**config.mk**
```make
export PLATFORM = sky130hd
export DESIGN_NAME = rhpcb_port
export DESIGN_NICKNAME = d
export VERILOG_FILES = /design/src/verilog/rhpcb_pkg.sv /design/src/verilog/rhpcb_timer.sv /design/src/verilog/rhpcb_port.sv
export SDC_FILE = /design/constraint.sdc
export NUM_CORES = 1
export LEC_CHECK = 0
export ABC_AREA = 1
export BUFFER_PORTS_ARGS = -buffer_cell sky130_fd_sc_hd__buf_2
export CORE_MARGIN = 3
export CORE_UTILIZATION = 35
export CTS_BUF_LIST = sky130_fd_sc_hd__clkbuf_8
export DETAILED_ROUTE_END_ITERATION = 7
export SLEW_MARGIN = 15
export SYNTH_ARGS = -nofsm -noshare
export SYNTH_HDL_FRONTEND = slang
export SYNTH_SLANG_ARGS = --single-unit
```
**constraint.sdc**
```tcl
create_clock -name clk_i -period 2.6 [get_ports clk_i]
set_clock_uncertainty 0.15 [all_clocks]
set_input_delay 0.13 -clock clk_i [delete_from_list [all_inputs] [get_ports clk_i]]
set_output_delay 0.13 -clock clk_i [all_outputs]
set_load 0.05 [all_outputs]
```
**src/verilog/rhpcb_pkg.sv**
```systemverilog
// constants shared by the root hub port change logic
package rhpcb_pkg;
  // register byte offsets
  localparam logic [7:0] ADR_PORT    = 8'h00;
  localparam logic [7:0] ADR_INT_STS = 8'h04;
  localparam logic [7:0] ADR_INT_CLR = 8'h08;
  localparam logic [7:0] ADR_INT_ENA = 8'h0C;
  localparam logic [7:0] ADR_CFG     = 8'h10;

  // lower word status bits
  localparam int STS_CONNECT  = 0;
  localparam int STS_ENABLED  = 1;
  localparam int STS_SUSPEND  = 2;
  localparam int STS_OVERCUR  = 3;
  localparam int STS_RESET    = 4;

  // lower word write commands
  localparam int WR_CLR_ENABLE  = 0;
  localparam int WR_SET_ENABLE  = 1;
  localparam int WR_SET_SUSPEND = 2;
  localparam int WR_CLR_SUSPEND = 3;
  localparam int WR_SET_RESET   = 4;
  localparam int CMD_W          = 5;

  // upper word change bits
  localparam int CHG_LO         = 16;
  localparam int CHG_CONNECT    = 16;
  localparam int CHG_ENABLE     = 17;
  localparam int CHG_RESUME     = 18;
  localparam int CHG_OVERCUR    = 19;
  localparam int CHG_RESET      = 20;
  localparam int CHG_W          = 5;

  // configuration bits
  localparam int CFG_FIXED      = 0;
  localparam int CFG_PER_PORT   = 1;
  localparam int CFG_HUB_RESET  = 2;

  // reset values
  localparam logic [CHG_W-1:0] CHG_RST  = 5'h00;
  localparam logic [CMD_W-1:0] CMD_RST  = 5'h00;
  localparam logic [1:0]       CFG_RST  = 2'h0;

  // timing
  localparam int CLK_MHZ    = 40;
  localparam int RESET_MS   = 10;
  localparam int RESUME_MS  = 20;
  localparam int RESYNC_MS  = 3;
  localparam int EOP_NS     = 1334;
  localparam int RESET_CYC  = RESET_MS * CLK_MHZ * 1000;
  localparam int RESUME_CYC = RESUME_MS * CLK_MHZ * 1000;
  localparam int RESYNC_CYC = RESYNC_MS * CLK_MHZ * 1000;
  localparam int EOP_CYC    = (EOP_NS * CLK_MHZ + 999) / 1000;
  localparam int TMR_W      = 20;

  typedef enum logic [2:0] {
    ST_IDLE,
    ST_RESET,
    ST_RESUME,
    ST_EOP,
    ST_RESYNC
  } rhpcb_state_t;
endpackage

```
**src/verilog/rhpcb_timer.sv**
```systemverilog
// one-shot down counter giving a done pulse after a loaded count
`timescale 1ns/1ps
module rhpcb_timer #(
  parameter int W = 20
) (
  // clock and reset
  input  wire logic         clk_i,
  input  wire logic         rst_i,
  // control
  input  wire logic         load_i,
  input  wire logic [W-1:0] count_i,
  input  wire logic         abort_i,
  // result
  output logic              done_o
);
  logic [W-1:0] cnt_ff;
  logic         run_ff;

  always_ff @(posedge clk_i) begin
    if (rst_i || abort_i) begin
      cnt_ff <= '0;
      run_ff <= 1'b0;
      done_o <= 1'b0;
    end else if (load_i) begin
      cnt_ff <= count_i;
      run_ff <= 1'b1;
      done_o <= 1'b0;
    end else if (run_ff) begin
      cnt_ff <= cnt_ff - 1'b1;
      run_ff <= (cnt_ff > 1);
      done_o <= (cnt_ff == 1);
    end else begin
      done_o <= 1'b0;
    end
  end
endmodule

```
**src/verilog/rhpcb_port.sv**
```systemverilog
// root hub port status and change bits behind a classic wishbone slave
// Notes on behaviour
// - reset change set when reset signalling ends
// - change bits clear on write one or hub reset, not on write zero
// - overcurrent change set on indicator change
// - resume change set after pulse, eop, resync
// - resume change cleared when reset change sets
// - enable change only for hardware disables
// - connect change on connect or disconnect
// - enable, suspend and reset commands while disconnected set connect change
// - fixed device: connect change after hub reset
// - status writes wait for transaction end
// - status low word, changes high word
//
// The Wishbone slave port and the address map were chosen for this implementation.
`timescale 1ns/1ps
module rhpcb_port
  import rhpcb_pkg::*;
#(
  parameter int RESET_CYCLES  = RESET_CYC,
  parameter int RESUME_CYCLES = RESUME_CYC,
  parameter int EOP_CYCLES    = EOP_CYC,
  parameter int RESYNC_CYCLES = RESYNC_CYC
) (
  // clock and reset
  input  wire logic        clk_i,
  input  wire logic        rst_i,
  // wishbone slave
  input  wire logic        wb_cyc_i,
  input  wire logic        wb_stb_i,
  input  wire logic        wb_we_i,
  input  wire logic [7:0]  wb_adr_i,
  input  wire logic [3:0]  wb_sel_i,
  input  wire logic [31:0] wb_dat_i,
  output logic [31:0]      wb_dat_o,
  output logic             wb_ack_o,
  // port side events
  input  wire logic        dev_connect_i,
  input  wire logic        dev_overcurrent_i,
  input  wire logic        hw_disable_i,
  input  wire logic        xact_busy_i,
  // port signalling
  output logic             port_reset_o,
  output logic             port_resume_o,
  output logic             port_eop_o,
  // interrupt
  output logic             irq_o
);
  rhpcb_state_t      state_ff;
  rhpcb_state_t      nxt_state;
  logic              connect_ff;
  logic              port_enabled_ff;
  logic              suspend_ff;
  logic              port_overcurrent_flag_ff;
  logic [CMD_W-1:0]  pend_ff;
  logic [CMD_W-1:0]  nxt_pend;
  logic              reset_done_change_ff;
  logic              overcurrent_change_ff;
  logic              resume_done_change_ff;
  logic              enable_change_ff;
  logic              connect_change_ff;
  logic [CHG_W-1:0]  int_sts_ff;
  logic [CHG_W-1:0]  int_ena_ff;
  logic [1:0]        cfg_ff;
  logic              hub_rst_ff;
  logic              tmr_load;
  logic [TMR_W-1:0]  tmr_count;
  logic              tmr_done;

  // bus decode
  logic              acc;
  logic              wr;
  logic              wr_port_lo;
  logic              wr_port_hi;
  logic [CHG_W-1:0]  w1c;
  assign acc        = wb_cyc_i && wb_stb_i && !wb_ack_o;
  assign wr         = acc && wb_we_i;
  assign wr_port_lo = wr && wb_adr_i == ADR_PORT && wb_sel_i[0];
  assign wr_port_hi = wr && wb_adr_i == ADR_PORT && wb_sel_i[2];
  assign w1c = wr_port_hi ? wb_dat_i[CHG_RESET:CHG_LO] : '0;

  // command execution and events
  logic x_ok;
  logic do_rst;
  logic do_en;
  logic do_susp;
  logic do_resume;
  logic do_clr_en;
  logic cmd_nc;
  logic ev_connect;
  logic ev_disc;
  logic ev_oc;
  logic ev_hw_dis;
  logic ev_reset_done;
  logic ev_resume_done;
  logic ev_fixed_attach;
  logic [CHG_W-1:0] ev_chg;

  // deferral while a transaction runs
  assign x_ok      = !xact_busy_i;
  assign do_rst    = x_ok && pend_ff[WR_SET_RESET];
  assign do_en     = x_ok && pend_ff[WR_SET_ENABLE];
  assign do_susp   = x_ok && pend_ff[WR_SET_SUSPEND];
  assign do_resume = x_ok && pend_ff[WR_CLR_SUSPEND];
  assign do_clr_en = x_ok && pend_ff[WR_CLR_ENABLE];
  assign cmd_nc    = (do_rst || do_en || do_susp) && !connect_ff;

  // a fixed device never shows attach edges, only the hub reset does
  assign ev_connect = !cfg_ff[CFG_FIXED] && (dev_connect_i != connect_ff);
  assign ev_disc    = ev_connect && connect_ff;
  assign ev_oc      = cfg_ff[CFG_PER_PORT] &&
                      (dev_overcurrent_i != port_overcurrent_flag_ff);
  assign ev_hw_dis  = port_enabled_ff && !hub_rst_ff &&
                      (hw_disable_i || ev_disc ||
                       (ev_oc && dev_overcurrent_i));
  assign ev_reset_done   = state_ff == ST_RESET && tmr_done;
  assign ev_resume_done  = state_ff == ST_RESYNC && tmr_done;
  assign ev_fixed_attach = hub_rst_ff && cfg_ff[CFG_FIXED];

  assign ev_chg = {ev_reset_done, ev_oc, ev_resume_done, ev_hw_dis,
                   ev_connect || cmd_nc || ev_fixed_attach};

  // pending commands, held until the bus transaction ends
  always_comb begin
    nxt_pend = x_ok ? CMD_RST : pend_ff;
    if (wr_port_lo) begin
      nxt_pend = nxt_pend | wb_dat_i[CMD_W-1:0];
    end
  end

  always_ff @(posedge clk_i) begin
    if (rst_i || hub_rst_ff) begin
      pend_ff <= CMD_RST;
    end else begin
      pend_ff <= nxt_pend;
    end
  end

  // signalling sequencer
  always_comb begin
    nxt_state = state_ff;
    tmr_load  = 1'b0;
    tmr_count = '0;
    case (state_ff)
      ST_IDLE: begin
        if (do_rst && connect_ff) begin
          nxt_state = ST_RESET;
          tmr_load  = 1'b1;
          tmr_count = TMR_W'(RESET_CYCLES);
        end else if (do_resume && suspend_ff) begin
          nxt_state = ST_RESUME;
          tmr_load  = 1'b1;
          tmr_count = TMR_W'(RESUME_CYCLES);
        end
      end
      ST_RESET: begin
        if (tmr_done) begin
          nxt_state = ST_IDLE;
        end
      end
      ST_RESUME: begin
        if (tmr_done) begin
          nxt_state = ST_EOP;
          tmr_load  = 1'b1;
          tmr_count = TMR_W'(EOP_CYCLES);
        end
      end
      ST_EOP: begin
        if (tmr_done) begin
          nxt_state = ST_RESYNC;
          tmr_load  = 1'b1;
          tmr_count = TMR_W'(RESYNC_CYCLES);
        end
      end
      ST_RESYNC: begin
        if (tmr_done) begin
          nxt_state = ST_IDLE;
        end
      end
      default: begin
        nxt_state = ST_IDLE;
      end
    endcase
  end

  always_ff @(posedge clk_i) begin
    if (rst_i || hub_rst_ff) begin
      state_ff      <= ST_IDLE;
      port_reset_o  <= 1'b0;
      port_resume_o <= 1'b0;
      port_eop_o    <= 1'b0;
    end else begin
      state_ff      <= nxt_state;
      port_reset_o  <= nxt_state == ST_RESET;
      port_resume_o <= nxt_state == ST_RESUME;
      port_eop_o    <= nxt_state == ST_EOP;
    end
  end

  rhpcb_timer #(
    .W       (TMR_W)
  ) u_timer (
    .clk_i   (clk_i),
    .rst_i   (rst_i),
    .load_i  (tmr_load),
    .count_i (tmr_count),
    .abort_i (hub_rst_ff),
    .done_o  (tmr_done)
  );

  // port status word
  always_ff @(posedge clk_i) begin
    if (rst_i) begin
      connect_ff               <= 1'b0;
      port_overcurrent_flag_ff <= 1'b0;
    end else begin
      connect_ff               <= dev_connect_i;
      port_overcurrent_flag_ff <= cfg_ff[CFG_PER_PORT] && dev_overcurrent_i;
    end
  end

  always_ff @(posedge clk_i) begin
    if (rst_i || hub_rst_ff) begin
      port_enabled_ff <= 1'b0;
    end else if (ev_hw_dis || do_clr_en) begin
      port_enabled_ff <= 1'b0;
    end else if (ev_reset_done || (do_en && connect_ff)) begin
      port_enabled_ff <= 1'b1;
    end
  end

  always_ff @(posedge clk_i) begin
    if (rst_i || hub_rst_ff) begin
      suspend_ff <= 1'b0;
    end else if (ev_hw_dis || ev_resume_done) begin
      suspend_ff <= 1'b0;
    end else if (do_susp && connect_ff && port_enabled_ff &&
                 state_ff == ST_IDLE) begin
      suspend_ff <= 1'b1;
    end
  end

  // change flags: a set in the same cycle as a write-one clear wins; hub reset clears all but the fixed attach
  always_ff @(posedge clk_i) begin
    if (rst_i || hub_rst_ff) begin
      reset_done_change_ff  <= 1'b0;
      overcurrent_change_ff <= 1'b0;
      resume_done_change_ff <= 1'b0;
      enable_change_ff      <= 1'b0;
      connect_change_ff     <= ev_fixed_attach;
    end else begin
      reset_done_change_ff  <= ev_reset_done ||
        (reset_done_change_ff && !w1c[CHG_RESET-CHG_LO]);
      overcurrent_change_ff <= ev_oc ||
        (overcurrent_change_ff && !w1c[CHG_OVERCUR-CHG_LO]);
      resume_done_change_ff <= !ev_reset_done && (ev_resume_done ||
        (resume_done_change_ff && !w1c[CHG_RESUME-CHG_LO]));
      enable_change_ff      <= ev_hw_dis ||
        (enable_change_ff && !w1c[CHG_ENABLE-CHG_LO]);
      connect_change_ff     <= ev_connect || cmd_nc ||
        (connect_change_ff && !w1c[CHG_CONNECT-CHG_LO]);
    end
  end

  // configuration and hub reset pulse
  always_ff @(posedge clk_i) begin
    if (rst_i) begin
      cfg_ff     <= CFG_RST;
      hub_rst_ff <= 1'b1;
    end else begin
      hub_rst_ff <= wr && wb_adr_i == ADR_CFG && wb_sel_i[0] &&
                    wb_dat_i[CFG_HUB_RESET];
      if (wr && wb_adr_i == ADR_CFG && wb_sel_i[0]) begin
        cfg_ff <= wb_dat_i[1:0];
      end
    end
  end

  // interrupt status, clear and enable
  always_ff @(posedge clk_i) begin
    if (rst_i) begin
      int_sts_ff <= CHG_RST;
      int_ena_ff <= CHG_RST;
      irq_o      <= 1'b0;
    end else begin
      if (wr && wb_adr_i == ADR_INT_CLR && wb_sel_i[0]) begin
        int_sts_ff <= (int_sts_ff & ~wb_dat_i[CHG_W-1:0]) | ev_chg;
      end else begin
        int_sts_ff <= int_sts_ff | ev_chg;
      end
      if (wr && wb_adr_i == ADR_INT_ENA && wb_sel_i[0]) begin
        int_ena_ff <= wb_dat_i[CHG_W-1:0];
      end
      irq_o <= |(int_sts_ff & int_ena_ff);
    end
  end

  // wishbone answer, one cycle after the request is seen
  always_ff @(posedge clk_i) begin
    if (rst_i) begin
      wb_ack_o <= 1'b0;
      wb_dat_o <= 32'h0000_0000;
    end else begin
      wb_ack_o <= acc;
      if (acc && !wb_we_i) begin
        case (wb_adr_i)
          ADR_PORT: begin
            wb_dat_o <= {11'h000, reset_done_change_ff,
                         overcurrent_change_ff, resume_done_change_ff,
                         enable_change_ff, connect_change_ff, 11'h000,
                         state_ff == ST_RESET, port_overcurrent_flag_ff,
                         suspend_ff, port_enabled_ff,
                         connect_ff};
          end
          ADR_INT_STS: wb_dat_o <= {27'h0000000, int_sts_ff};
          ADR_INT_ENA: wb_dat_o <= {27'h0000000, int_ena_ff};
          ADR_CFG:     wb_dat_o <= {30'h00000000, cfg_ff};
          default:     wb_dat_o <= 32'h0000_0000;
        endcase
      end
    end
  end
endmodule

```
# ---- Yosys cells after proc, flatten, opt, wreduce, memory -nomap -nowiden
# Cells that the tools add are included.
dict set report totals {
  reg_bits 89
  latch_bits 0
  ram_bits 0
  rom_bits 0
  inputBits 53
  output_inout_bits 37
  elab_cells 150
  memories 0
}
dict set report op_classes {
  n_addsub 1
  multipliers 0
  div_mod_pow 0
  magnitude_cmp 1
  eq_ne 14
  shift 0
  n_mux 25
  bitwise_logic 7
  n_reduce_logical 78
}
# op n
set ops {}
lappend ops {{$pmux W21 S4} 1}
lappend ops {{$mux W20} 4}
lappend ops {{$pmux W20 S3} 1}
lappend ops {{$logic_and A1 B1 Y1} 42}
lappend ops {{$eq A20 B1 Y1 const B} 1}
lappend ops {{$gt A20 B1 Y1 const B} 1}
lappend ops {{$mux W5} 4}
lappend ops {{$sub A20 B1 Y20 const B} 1}
lappend ops {{$mux W17} 1}
lappend ops {{$eq A8 B4 Y1 const B} 2}
lappend ops {{$logic_or A1 B1 Y1} 15}
lappend ops {{$mux W3} 5}
lappend ops {{$or A5 B5 Y5} 3}
lappend ops {{$eq A3 B2 Y1 const B} 4}
lappend ops {{$logic_not A1 Y1} 12}
lappend ops {{$pmux W3 S4} 1}
lappend ops {{$and A5 B5 Y5} 2}
lappend ops {{$eq A8 B3 Y1 const B} 1}
lappend ops {{$eq A8 B5 Y1 const B} 1}
lappend ops {{$logic_not A8 Y1} 1}
lappend ops {{$reduce_or A2 Y1} 4}
lappend ops {{$eq A3 B1 Y1 const B} 2}
lappend ops {{$mux W1} 6}
lappend ops {{$mux W6} 1}
lappend ops {{other kinds (9)} 10}

# ---- Longest topological paths before layout
# Gate-level depths: netlist (run 1).
dict set report logic_depth {
  word_depth 10
  depth_mapped 12
  ltp_nobuf 12
}

# ---- Modules after synthesis
# Synthesis (run 1) repeated with hierarchy kept, for this count alone.
dict set report hier_totals {
  hier_cells 539
  hier_area_um2 3722.3
}
# module n_inst cells_each area_per_inst_um2 seq_area_each_um2
set by_module_without_submodules {}
lappend by_module_without_submodules {rhpcb_port 1 321 2280.9 900.9}
lappend by_module_without_submodules {rhpcb_timer 1 218 1441.4 440.4}

# ---- Worst setup path after synthesis (run 1)
# OpenSTA, ideal clock, no wires.
dict set report synth_path {
  path_type {register to register}
  from {register wb_ack_o}
  to {register int_ena_ff[3]}
  setup_ns 0.116
  arrival_time_ns 1.349
  t_required_ns 2.334
  slack_ns 0.986
  path_stages_with_launch 8
  path_buffers 0
  synth_period_minus_slack_ns 1.614
  path_cell_list {dfxtp_1 > nand3b_4 > nor2_2 > nand2_1 > nor2_4 > inv_1 > o21ai_0 > nor2_1}
}
dict set report synth_via {
  elab_chain_cells 5
}
# item line_no
set synth_lines {}
lappend synth_lines {{from (decl)} rhpcb_port.sv:36} ;# output logic wb_ack_o,
lappend synth_lines {{from (signal assigned)} rhpcb_port.sv:301} ;# wb_ack_o <= 1'b0;
lappend synth_lines {{from (signal assigned)} rhpcb_port.sv:304} ;# wb_ack_o <= acc;
lappend synth_lines {{$logic_not A1 Y1} rhpcb_port.sv:76} ;# assign acc = wb_cyc_i && wb_stb_i && !wb_ack_o;
lappend synth_lines {{$logic_and A1 B1 Y1} rhpcb_port.sv:76}
lappend synth_lines {{$logic_and A1 B1 Y1} rhpcb_port.sv:77} ;# assign wr = acc && wb_we_i;
lappend synth_lines {{$logic_and A1 B1 Y1 (2 in series)} rhpcb_port.sv:291} ;# if (wr && wb_adr_i == ADR_INT_ENA && wb_sel_i[0]) begin
lappend synth_lines {{to (signal assigned)} rhpcb_port.sv:292} ;# int_ena_ff <= wb_dat_i[CHG_W-1:0];
lappend synth_lines {{to (decl)} rhpcb_port.sv:63} ;# logic [CHG_W-1:0] int_ena_ff;
# Every way passes these cells.
# A chain may end at the register's enable or synchronous reset.

# ---- Worst setup path in the final report (run 1)
dict set report layout_path {
  from {input port wb_stb_i}
  to {register pend_ff[0]}
}
dict set report layout_via {
  elab_chain_cells 6
}
# item line_no
set layout_lines {}
lappend layout_lines {{from (decl)} rhpcb_port.sv:30} ;# input wire logic wb_stb_i,
lappend layout_lines {{$logic_and A1 B1 Y1 (2 in series)} rhpcb_port.sv:76}
lappend layout_lines {{$logic_and A1 B1 Y1} rhpcb_port.sv:77}
lappend layout_lines {{$logic_and A1 B1 Y1 (2 in series)} rhpcb_port.sv:78} ;# assign wr_port_lo = wr && wb_adr_i == ADR_PORT && wb_sel_i[0];
lappend layout_lines {{$mux W5} rhpcb_port.sv:126} ;# if (wr_port_lo) begin
lappend layout_lines {{to (signal assigned)} rhpcb_port.sv:135} ;# pend_ff <= nxt_pend;
lappend layout_lines {{to (decl)} rhpcb_port.sv:55} ;# logic [CMD_W-1:0] pend_ff;
# Every way passes these cells.

==> results.md, run 1 <==
- Number of synthesized flops with an enable pin: 0
- Cell count after placement: 721
- DRC violations left: 0
- Yosys cell types: 43
- Max-cap violations: 0
- Leakage power: 2.06 nW
- Gr ovfl total: 0
- TritonCTS clock tree: built
- Via/cell ratio: 4.75
- Clock Path Buffers: 2
- RD Place Congestion: 0.902
- Worst R2R Path Depth: 7
- # resized after CTS: 0
- Total core area: about 0.010 mm2
- Critical path class: primary input to register
- Seq/Total Area, Yosys: 35.4%
- Ys async rst share: 0%
- Net switching power: 0.000556 W
- Total die area: roughly 0.012 mm2
- # port buffers: 43
- Tcrit/Tclk final: about 83%
- Top_reg_cell synth: dfxtp_1
- First-pass GRT wire length: 15.6 mm
- Switching power share of the total: 25.4%
- Simple-gate share of the synthesized area: 34.4%
- Clock sinks: 67
- Setup Viol. Count Final: 0
- Mapped Area: around 0.0038 mm2
- H-tree depth: 3
- WL/cell: 12.4 um
- Setup tns final: 0 ns
- Largest net degree at the start of global routing: 24
- Total track usage: 16.3%
- Sequential power share: between 40 and 50%
- HPWL Detailed: 7.11 mm
- Post-Route Utilization: 42.2%
- I/O Pins: 90
- Final Max Slew Viols: 0
- CP max FO: 5
- Antenna diodes: 0
- Reg clk slew, reported paths: 0.07 ns
- Vias in the first global route: about 3400
- Seq cells post-synth: 67
- Reg-to-Reg Start: wb_ack_o
- Initial antenna violation count: 0
- Post-route ant nets: 0
- Area share of the largest cell type after synthesis: 35.4%
- Comb pwr share: 7.9%
- Drt total wl: between 9 and 10 mm
- PD cells: 500 mW/mm2
- Crit path to: pend_ff[0]
- Multiplexer share of the synthesized area: 0%
- CP required: 2.72 ns
- Synth Area in Compound Gates: 13.4%
- Total number of vias: 3568
- P_int: between 0.0015 and 0.002 W
- Die width: 110 um
- Worst min-delay path class: primary input to register
- DRT Pass-1 Iters: 4
- WP data arrival: 2.29 ns
- Clock network fraction of total power: 45.0%
- Later-pin clock latency in the skew report: 0.34 ns
- RSZ-0062 raised after global routing: false
- Max rail drop VDD: 0.222 mV
- Layout cells sized above 1: around 17%
- Synth-to-Final Area Change: 15.8%
- Cells after synthesis: ~550
- Non-Filler Instances: 751
- Reg2reg setup slack: 0.47 ns
- Initial Util: 36.4%
- Vert. Die Dim: around 110 um
- Crit start category: primary input
- RR Endpoint: pend_ff[0]
- Status: complete, no violations
- Row cnt: 37
- Root buffer cell: clkbuf_8
- Yosys warns: 0
- Max Freq: 461 MHz
- Hold-fix buffers, CTS: 14
- Final nets: 665
- Syn avg cell area: 6.87 um2
- CTS Buf Count: 9
- Critical path launch point: wb_stb_i
- CP endpoint kind: register
- Adder-Cell Fraction of Synth Area: 0.660%
- Main combinational cell family by area after synthesis: simple AND/OR/NAND/NOR gates
- Post-Synth XOR/XNOR Area: 1.85%
- Drt initial violations: 174
- Tmin final: about 2.2 ns
- Final Hold Fails: 0
- Area leader, netlist: dfxtp_1
- Top cells by area, synth: dfxtp_1 (35%), nand2_1 (13%), nand3_1 (6.3%), nor2_1 (6.3%), inv_1 (6.1%)
- Post-CTS Setup Inserts: 0
[metrics by stage]
stage	setup WS [ns]	hold WS (ns)	power, W	instance area [um2]
after CTS	0.464	0.00881	0.00222	4390
after detailed placement	0.822	0.227	0.00122	4020
after global placement	0.834	0.226	0.00122	4020
after floorplan	0.986	0.0585	0.00120	3870
final	0.429	0.0307	0.00219	4390
after global routing	0.289	0.0445	0.00227	4390
[state kept, by name, indices dropped and copies added, names as in the netlist, 2 cells and up]
register        count
u_timer.cnt_ff     20
wb_dat_o           10
int_ena_ff          5
int_sts_ff          5
pend_ff             5
state_ff            3
cfg_ff              2
[kinds of logic after synthesis]
| group | count (synthesis) |
|---|---|
| flip-flops | 67 |
| XOR/XNOR | 8 |
| AND/OR/NAND/NOR | 279 |
| other | 1 |
| adder cells (fa/ha/maj) | 2 |
| AO/OA/AOI/OAI | 89 |
| buffers and inverters | 106 |
[critical path: stages]
cell and delay, ns:
dlygate4sd3_1 0.52, buf_2 0.12, nand3b_4 0.08, nor2_2 0.12, nand2_1 0.20, nor3_2 0.35
nand2_1 0.10, a21oi_1 0.13, dlygate4sd3_1 0.55
[per-layer routing]
| layer | wire length, um | vias up | GRT usage, % |
|---|---|---|---|
| met3 | 614 | 11 | 4.14 |
| met5 | 0 | - | 0 |
| met1 | 4240 | 1612 | 20.4 |
| met4 | 128 | 0 | 5.52 |
| li1 | - | 1845 | - |
| met2 | 4330 | 100 | 27.3 |
[power by group through the flow]
stage / Combinational, W / Sequential (W) / Clock, W
finish: 0.000173 / 0.00103 / 0.000987
global placement: 0.000157 / 0.00106 / 0
CTS: 0.000173 / 0.00103 / 0.00101
global route: 0.000189 / 0.00104 / 0.00105
detailed placement: 0.000158 / 0.00106 / 0
floorplan: 0.000146 / 0.00106 / 0
[synthesized netlist by cell type, types with 4 or more instances]
cell	instances
nor2_4	4
a211oi_1	4
a21oi_2	6
a21oi_1	41
nand2_1	127
buf_4	24
nand3_1	48
nor2_2	7
o21ai_0	27
nand4_1	8
inv_2	7
dfxtp_1	67
inv_1	62
xor2_1	6
o21ai_2	6
nor2_1	64
nor3_1	4
[worst min path at each step]
stage | startpoint | endpoint | slack, ns | cells past startpoint
floorplan | rst_i | int_ena_ff[0] | 0.06 | 1
global placement | dev_connect_i | connect_ff | 0.23 | 3
detailed placement | dev_connect_i | connect_ff | 0.23 | 3
CTS | wb_dat_i[20] | reset_done_change_ff | 0.009 | 4
global route | wb_dat_i[18] | resume_done_change_ff | 0.04 | 4
finish | wb_dat_i[20] | reset_done_change_ff | 0.03 | 4
[cell type report]
class,instances,area [um2]
clock buffer,10,138
clock inverter,6,88.8
fill,1113,6030
inverter,72,283
multi-input combinational,400,1990
sequential,67,1340
tap,136,170
timing repair buffer,60,378
[placed cells by master, fill, tap and decap left out, types with 3 or more instances in the layout]
master / n
nor2_4: 4
conb_1: 22
xor2_1: 6
a21oi_1: 41
inv_2: 7
nor2_2: 7
a21oi_2: 6
buf_2: 43
clkbuf_8: 10
nand4_1: 8
nor2_1: 64
nand3_2: 3
inv_1: 62
nand3_1: 48
dlygate4sd3_1: 14
nand2_1: 127
nor3_2: 3
o21ai_2: 6
o21ai_0: 27
buf_4: 3
a211oi_1: 4
dfxtp_1: 67
nor3_1: 4
Power figures use the tool's default switching activity.
==> run 2, diff against run 1 <==
ABC_AREA = 0   (was 1)
clock period = 1.8 ns   (was 2.6 ns; I/O delays follow)
==> results.md, run 2 <==
- Status: finished, violations left
- Failing checks: setup timing
- Vias in the first global route: 3368 (-0.91%)
- Max-cap violations: 0 (unchanged)
- Later-pin clock latency in the skew report: 0.35 ns (about the same)
- Area leader, netlist: dfxtp_1
- Non-Filler Instances: 672 (-11%)
- H-tree depth: 3 (unchanged)
- Cell count after placement: 636 (-12%)
- WP data arrival: 2.23 ns (-0.06 ns)
- Top_reg_cell synth: dfxtp_1
- Seq cells post-synth: 67 (unchanged)
- Largest Register: u_timer.cnt_ff
- Gr ovfl total: 0 (unchanged)
- Final Max Slew Viols: 0 (unchanged)
- Crit path setup slack, layout: -0.329 ns (-0.758 ns)
- Initial Util: 36.3% (-0.046 points)
- Cell with the most instances after synthesis: dfxtp_1
- Max Freq: 470 MHz
- First-pass GRT wire length: 16.5 mm (+5.7%)
- Tmin final: between 2 and 2.5 ns
- Antenna diodes: 0 (unchanged)
- CTS Buf Count: 9 (unchanged)
- Crit start category: register
- Synth-to-Final Area Change: 41.2%
- Max incr delay on CP: 0.53 ns (-0.02 ns)
- Max rail drop VDD: 0.347 mV (+56%)
- Top cells by area, synth: dfxtp_1 (40%), a21oi_1 (5.8%), buf_4 (4.9%), nor2_1 (4.5%), o21ai_0 (3.8%)
- Max reg flops: 20 (unchanged)
- DRC violations left: 0 (unchanged)
- Total core area: 0.00933 mm2 (-10%)
- Row cnt: 35 (-5.4%)
- Area share of the largest cell type after synthesis: 39.6% (+4.2 points)
- Total track usage: 18.6% (+2.3 points)
- Clock Path Buffers: 2 (unchanged)
- I/O Pins: 90 (unchanged)
- Total number of vias: 3465 (-2.9%)
- WL/cell: 15.1 um (+22%)
- Pre-CTS setup slack: -0.316 ns (-1.14 ns)
- Tcrit/Tclk final: 118%
- Drt initial violations: 263 (+51%)
- Crit-path cells: or4_4, or3_4, buf_6, o311ai_2, nand2_1, a221oi_2
- Final Hold Fails: 0 (unchanged)
- Largest net degree at the start of global routing: 25 (+4.2%)
- Total die area: 0.0109 mm2 (-10%)
- Most common cell after layout, fill and taps aside: buf_4
- Worst Tran Pin Value: 0.507 ns
- Crit path max-delay cell type: or4_4
- Die width: 104 um (-5.1%)
- Post-route cell area: 0.00478 mm2 (+9.0%)
- Yosys cell types: 65 (+51%)
- Syn avg cell area: 8.27 um2 (+20%)
- Drt total wl: 10.2 mm (+9.0%)
- Via/cell ratio: 5.16 (+8.5%)
- Seq/Total Area, Yosys: 39.6% (+4.2 points)
- Root buffer cell: clkbuf_8
- Fin Hold WS: 0.0296 ns (-0.00104 ns)
- Cells after synthesis: 410 (-26%)
- Reg clk slew, reported paths: 0.07 ns (about the same)
- Initial antenna violation count: 0 (unchanged)
- Post-Route Utilization: 51.3% (+9.1 points)
- Clock sinks: 67 (unchanged)
- Yosys warns: 0 (unchanged)
- Regs by FF count: u_timer.cnt_ff: 20 flops, wb_dat_o: 10 flops
- Vert. Die Dim: 104 um (-5.1%)
- Ys async rst share: 0% (unchanged)
- CP required: 1.90 ns (-0.82 ns)
- Worst slew margin: 66.1%
- Worst min-delay path class: primary input to register
- Commonest non-fill, non-tap cells in the layout: buf_4 (74), dfxtp_1 (59), buf_2 (43)
- Setup Viol. Count Final: 11 (+11)
- CP endpoint kind: register
- Post-route ant nets: 0 (unchanged)
- CP max FO: 3 (-2)
- Critical path class: register to register
- HPWL Detailed: 7.44 mm (+4.6%)
- Mapped Area: 0.00339 mm2 (-11%)
- RSZ-0062 raised after global routing: true
- Placed inst area: 0.00421 mm2 (+4.5%)
- Number of synthesized flops with an enable pin: 0 (unchanged)
- Final nets: 593 (-11%)
- Top post-synthesis cells by count: dfxtp_1 (67), nor2_1 (41), a21oi_1 (39)
- # port buffers: 43 (unchanged)
- Layout cells sized above 1: 36.1% (+19 points)
- Leakage power: 1.98 nW (-4.0%)
- DRT Pass-1 Iters: 5 (+1)
- PD cells: 633 mW/mm2 (+27%)
- TritonCTS clock tree: built
- RD Place Congestion: 0.889 (-1.5%)
## run 2: cell count changes in the layout (fill, tap and decap cells not counted), moves of 6 or more
cell     previous run  this run
nand2_1           127        29
buf_4               3        74
inv_1              62        20
nand3_1            48        11
nor2_1             64        41
a22oi_1             0        13
dfxtp_1            67        59
dfxtp_2             0         8
buf_6               0         7
inv_2               7         0
nor2_2              7         0
o21ai_0            27        20
mux2i_1             0         6
## run 2: worst max-delay path: cells and delay by family (launching register included)
family	cells	cell delay [ns]
and+or+nand+nor	3	0.99
AOI/OAI and AO/OA	2	0.46
DFF	1	0.32
buffers and inverters	1	0.13
## run 2: cells by family (layout without fill, tap and decap cells)
| kind of cell | after synthesis | in the layout | share of synthesized area, % |
|---|---|---|---|
| AOI/OAI and AO/OA | 114 | 114 | 21.3 |
| xor gates and xnor gates | 10 | 10 | 2.58 |
| adders and majority gates | 2 | 2 | 0.738 |
| buffers and inverters | 61 | 173 | 10.3 |
| DFF | 67 | 67 | 39.6 |
| muxes | 8 | 8 | 2.44 |
| other | 1 | 22 | 0.111 |
| and+or+nand+nor | 147 | 147 | 22.9 |
## run 2: final timing paths
kind / cells past startpoint / slack, ns / end / startpoint
setup reg to reg: 6 / -0.33 / u_timer.cnt_ff[7] / u_timer.cnt_ff[5]
hold / removal: 4 / 0.03 / hub_rst_ff / wb_adr_i[2]
setup / recovery: 6 / -0.33 / u_timer.cnt_ff[7] / u_timer.cnt_ff[5]
hold reg to reg: 1 / 0.30 / port_enabled_ff / pend_ff[0]
## run 2: final cells by class
| cell class | count | area, um2 |
|---|---|---|
| fill | 863 | 4540 |
| multi-input combinational | 303 | 2010 |
| sequential | 67 | 1350 |
| timing repair buffer | 139 | 1000 |
| tap | 129 | 161 |
| clock buffer | 10 | 138 |
| inverter | 18 | 67.6 |
| clock inverter | 6 | 57.6 |
## run 2: power breakdown
group,leakage [nW],internal [W],switching [W]
Clock,0.101,0.000665,0.000584
Combinational,1.33,0.0000834,0.000202
Sequential,0.545,0.00149,0.00000561
Total,1.98,0.00224,0.000791
## run 2: through the flow
stage | power [W] | TNS (ns)
after global routing | 0.00314 | -2.70
after floorplan | 0.00174 | -0.891
final | 0.00303 | -1.84
after detailed placement | 0.00178 | -6.25
after CTS | 0.00305 | -1.63
after global placement | 0.00178 | -6.25
## run 2: timing repair
action	4_1_cts	5_1_grt
gates resized for setup	24	22
pin swaps	17	9
hold endpoints to repair	22	0
setup buffers	5	0
hold buffers	15	0
setup endpoints to repair	15	25
## run 2: routing by layer
| layer | vias to the layer above | global-route usage, % | part of all wire [%] |
|---|---|---|---|
| met5 | - | 0 | 0 |
| met4 | 0 | 6.84 | 2.1 |
| met3 | 23 | 3.66 | 6.5 |
| met2 | 135 | 29.9 | 46 |
| met1 | 1622 | 24.6 | 46 |
| li1 | 1685 | - | - |
==> run 3, diff against run 2 <==
clock period = 1.75 ns   (was 1.8 ns; I/O delays follow)
==> results.md, run 3 (synthesis gave the netlist of run 2 again) <==
- CTS Buf Count: 9 (unchanged)
- Met2 Track Usage GR: 29.7% (-0.28 points)
- Row cnt: 35 (unchanged)
- Drt total wl: 10.3 mm (+1.7%)
- Final Max Slew Viols: 0 (unchanged)
- Gr ovfl total: 0 (unchanged)
- Initial antenna violation count: 0 (unchanged)
- Gr busiest metal: met2
- Layout cells sized above 1: 39.0% (+2.9 points)
- Initial Util: 36.3% (unchanged)
- Final Hold Fails: 0 (unchanged)
- Tcrit/Tclk final: 120% (+1.3 points)
- Vias in the first global route: 3453 (+2.5%)
- Placed inst area: 0.00428 mm2 (+1.8%)
- Max rail drop VDD: 0.402 mV (+16%)
- Leakage power: 2.06 nW (+4.2%)
- CP max FO: 2 (-1)
- Max Freq: 478 MHz (+1.7%)
- Reg-to-Reg Start: u_timer.cnt_ff[5]
- First-pass GRT wire length: 16.9 mm (+2.4%)
- H-tree depth: 3 (unchanged)
- CP required: 1.82 ns (-0.08 ns)
- WP data arrival: 2.16 ns (-0.07 ns)
- RSZ-0062 raised after global routing: true
- Worst hold path depth: 4 (unchanged)
- Fillers: 830 (-3.8%)
- Critical path launch point: u_timer.cnt_ff[5]
- HPWL Detailed: 7.37 mm (-0.92%)
- Total core area: 0.00933 mm2 (unchanged)
- Root buffer cell: clkbuf_8
- Tmin final: 2.09 ns (-0.0364 ns)
- Antenna diodes: 0 (unchanged)
- Post-route cell area: 0.00496 mm2 (+3.6%)
- DRC violations left: 0 (unchanged)
- # port buffers: 43 (unchanged)
- Critical path class: register to register
- TritonCTS clock tree: built
- Max-cap violations: 0 (unchanged)
- Largest Register: u_timer.cnt_ff
- Setup Viol. Count Final: 15 (+4)
- Commonest non-fill, non-tap cells in the layout: buf_4 (86), dfxtp_1 (59), buf_2 (43)
- HP Start: wb_adr_i[2]
- Regs by FF count: u_timer.cnt_ff: 20 flops, wb_dat_o: 10 flops
- WL/cell: 15.1 um (-0.21%)
- Via/cell ratio: 5.11 (-0.85%)
- Later-pin clock latency in the skew report: 0.35 ns (about the same)
- Max reg flops: 20 (unchanged)
- CP endpoint kind: register
- Crit path setup slack, layout: -0.342 ns (-0.0136 ns)
- Failing checks: setup timing
- Total number of vias: 3502 (+1.1%)
- Worst R2R Path Depth: 5 (-1)
- Final nets: 606 (+2.2%)
- RD Place Congestion: 0.866 (-2.6%)
- Clock Path Buffers: 2 (unchanged)
- Tot Pwr: 0.00330 W (+8.9%)
- Reg clk slew, reported paths: 0.08 ns (about the same)
- Total track usage: 18.8% (+0.21 points)
- Total die area: 0.0109 mm2 (unchanged)
- Clock sinks: 67 (unchanged)
- GR Util met3: 3.29% (-0.37 points)
- Worst min-delay path class: primary input to register
- Die width: 104 um (unchanged)
- Setup tns final: -2.77 ns (-0.933 ns)
- Crit start category: register
- Post-route ant nets: 0 (unchanged)
- I/O Pins: 90 (unchanged)
- Pre-CTS setup slack: -0.360 ns (-0.0440 ns)
- Most common cell after layout, fill and taps aside: buf_4
- DRT Pass-1 Iters: 5 (unchanged)
- Drt initial violations: 256 (-2.7%)
- Vert. Die Dim: 104 um (unchanged)
- Status: finished, violations left
- PD cells: 665 mW/mm2 (+5.1%)
- Largest net degree at the start of global routing: 25 (unchanged)
- Synth-to-Final Area Change: 46.3%
- Post-Route Utilization: 53.2% (+1.9 points)
- Routing usage on met1: 25.4% (+0.80 points)
-- run 3: final timing paths --
check                            to  slack, ns
setup reg to reg  u_timer.cnt_ff[9]      -0.34
setup / recovery  u_timer.cnt_ff[9]      -0.34
hold / removal           hub_rst_ff       0.03
hold reg to reg         wb_dat_o[1]       0.31
-- run 3: final cells by class --
type	count	area [um2]	area share (%)
timing repair buffer	152	1100	22.2
clock inverter	7	98.8	1.99
sequential	67	1350	27.3
multi-input combinational	303	2050	41.4
inverter	18	67.6	1.36
clock buffer	9	124	2.50
tap	129	161	3.26
-- run 3: routing by layer --
layer  wire [um]  vias to the layer above
met1        4900                     1667
met4         157                        0
met3         502                       17
met5           0                        -
li1            -                     1714
met2        4760                      104
-- run 3: worst max-delay path, stage by stage, from the launching register on --
cell and delay, ns:
dfxtp_2 0.32, or4_4 0.52, or3_4 0.34, or3_1 0.37, xor2_1 0.19, o22ai_2 0.08
-- run 3: power by group --
group / internal [W] / switching [W]
combinational: 0.0000891 / 0.000209
clock: 0.000812 / 0.000655
sequential: 0.00153 / 0.00000569
-- run 3: stage by stage --
step | cells | hold slack, ns
CTS | 682 | 0.0126
global placement | 645 | 0.205
detailed placement | 645 | 0.222
finish | 685 | 0.0282
floorplan | 431 | 0.0657
global route | 685 | 0.0525
-- run 3: what timing repair did --
| item | 4_1_cts | 5_1_grt |
|---|---|---|
| buffers inserted | 6 | 5 |
| setup endpoints to repair | 17 | 22 |
| hold endpoints to repair | 25 | 0 |
| pin swaps | 21 | 15 |
| resized for setup | 26 | 29 |
| hold buffers | 15 | 0 |
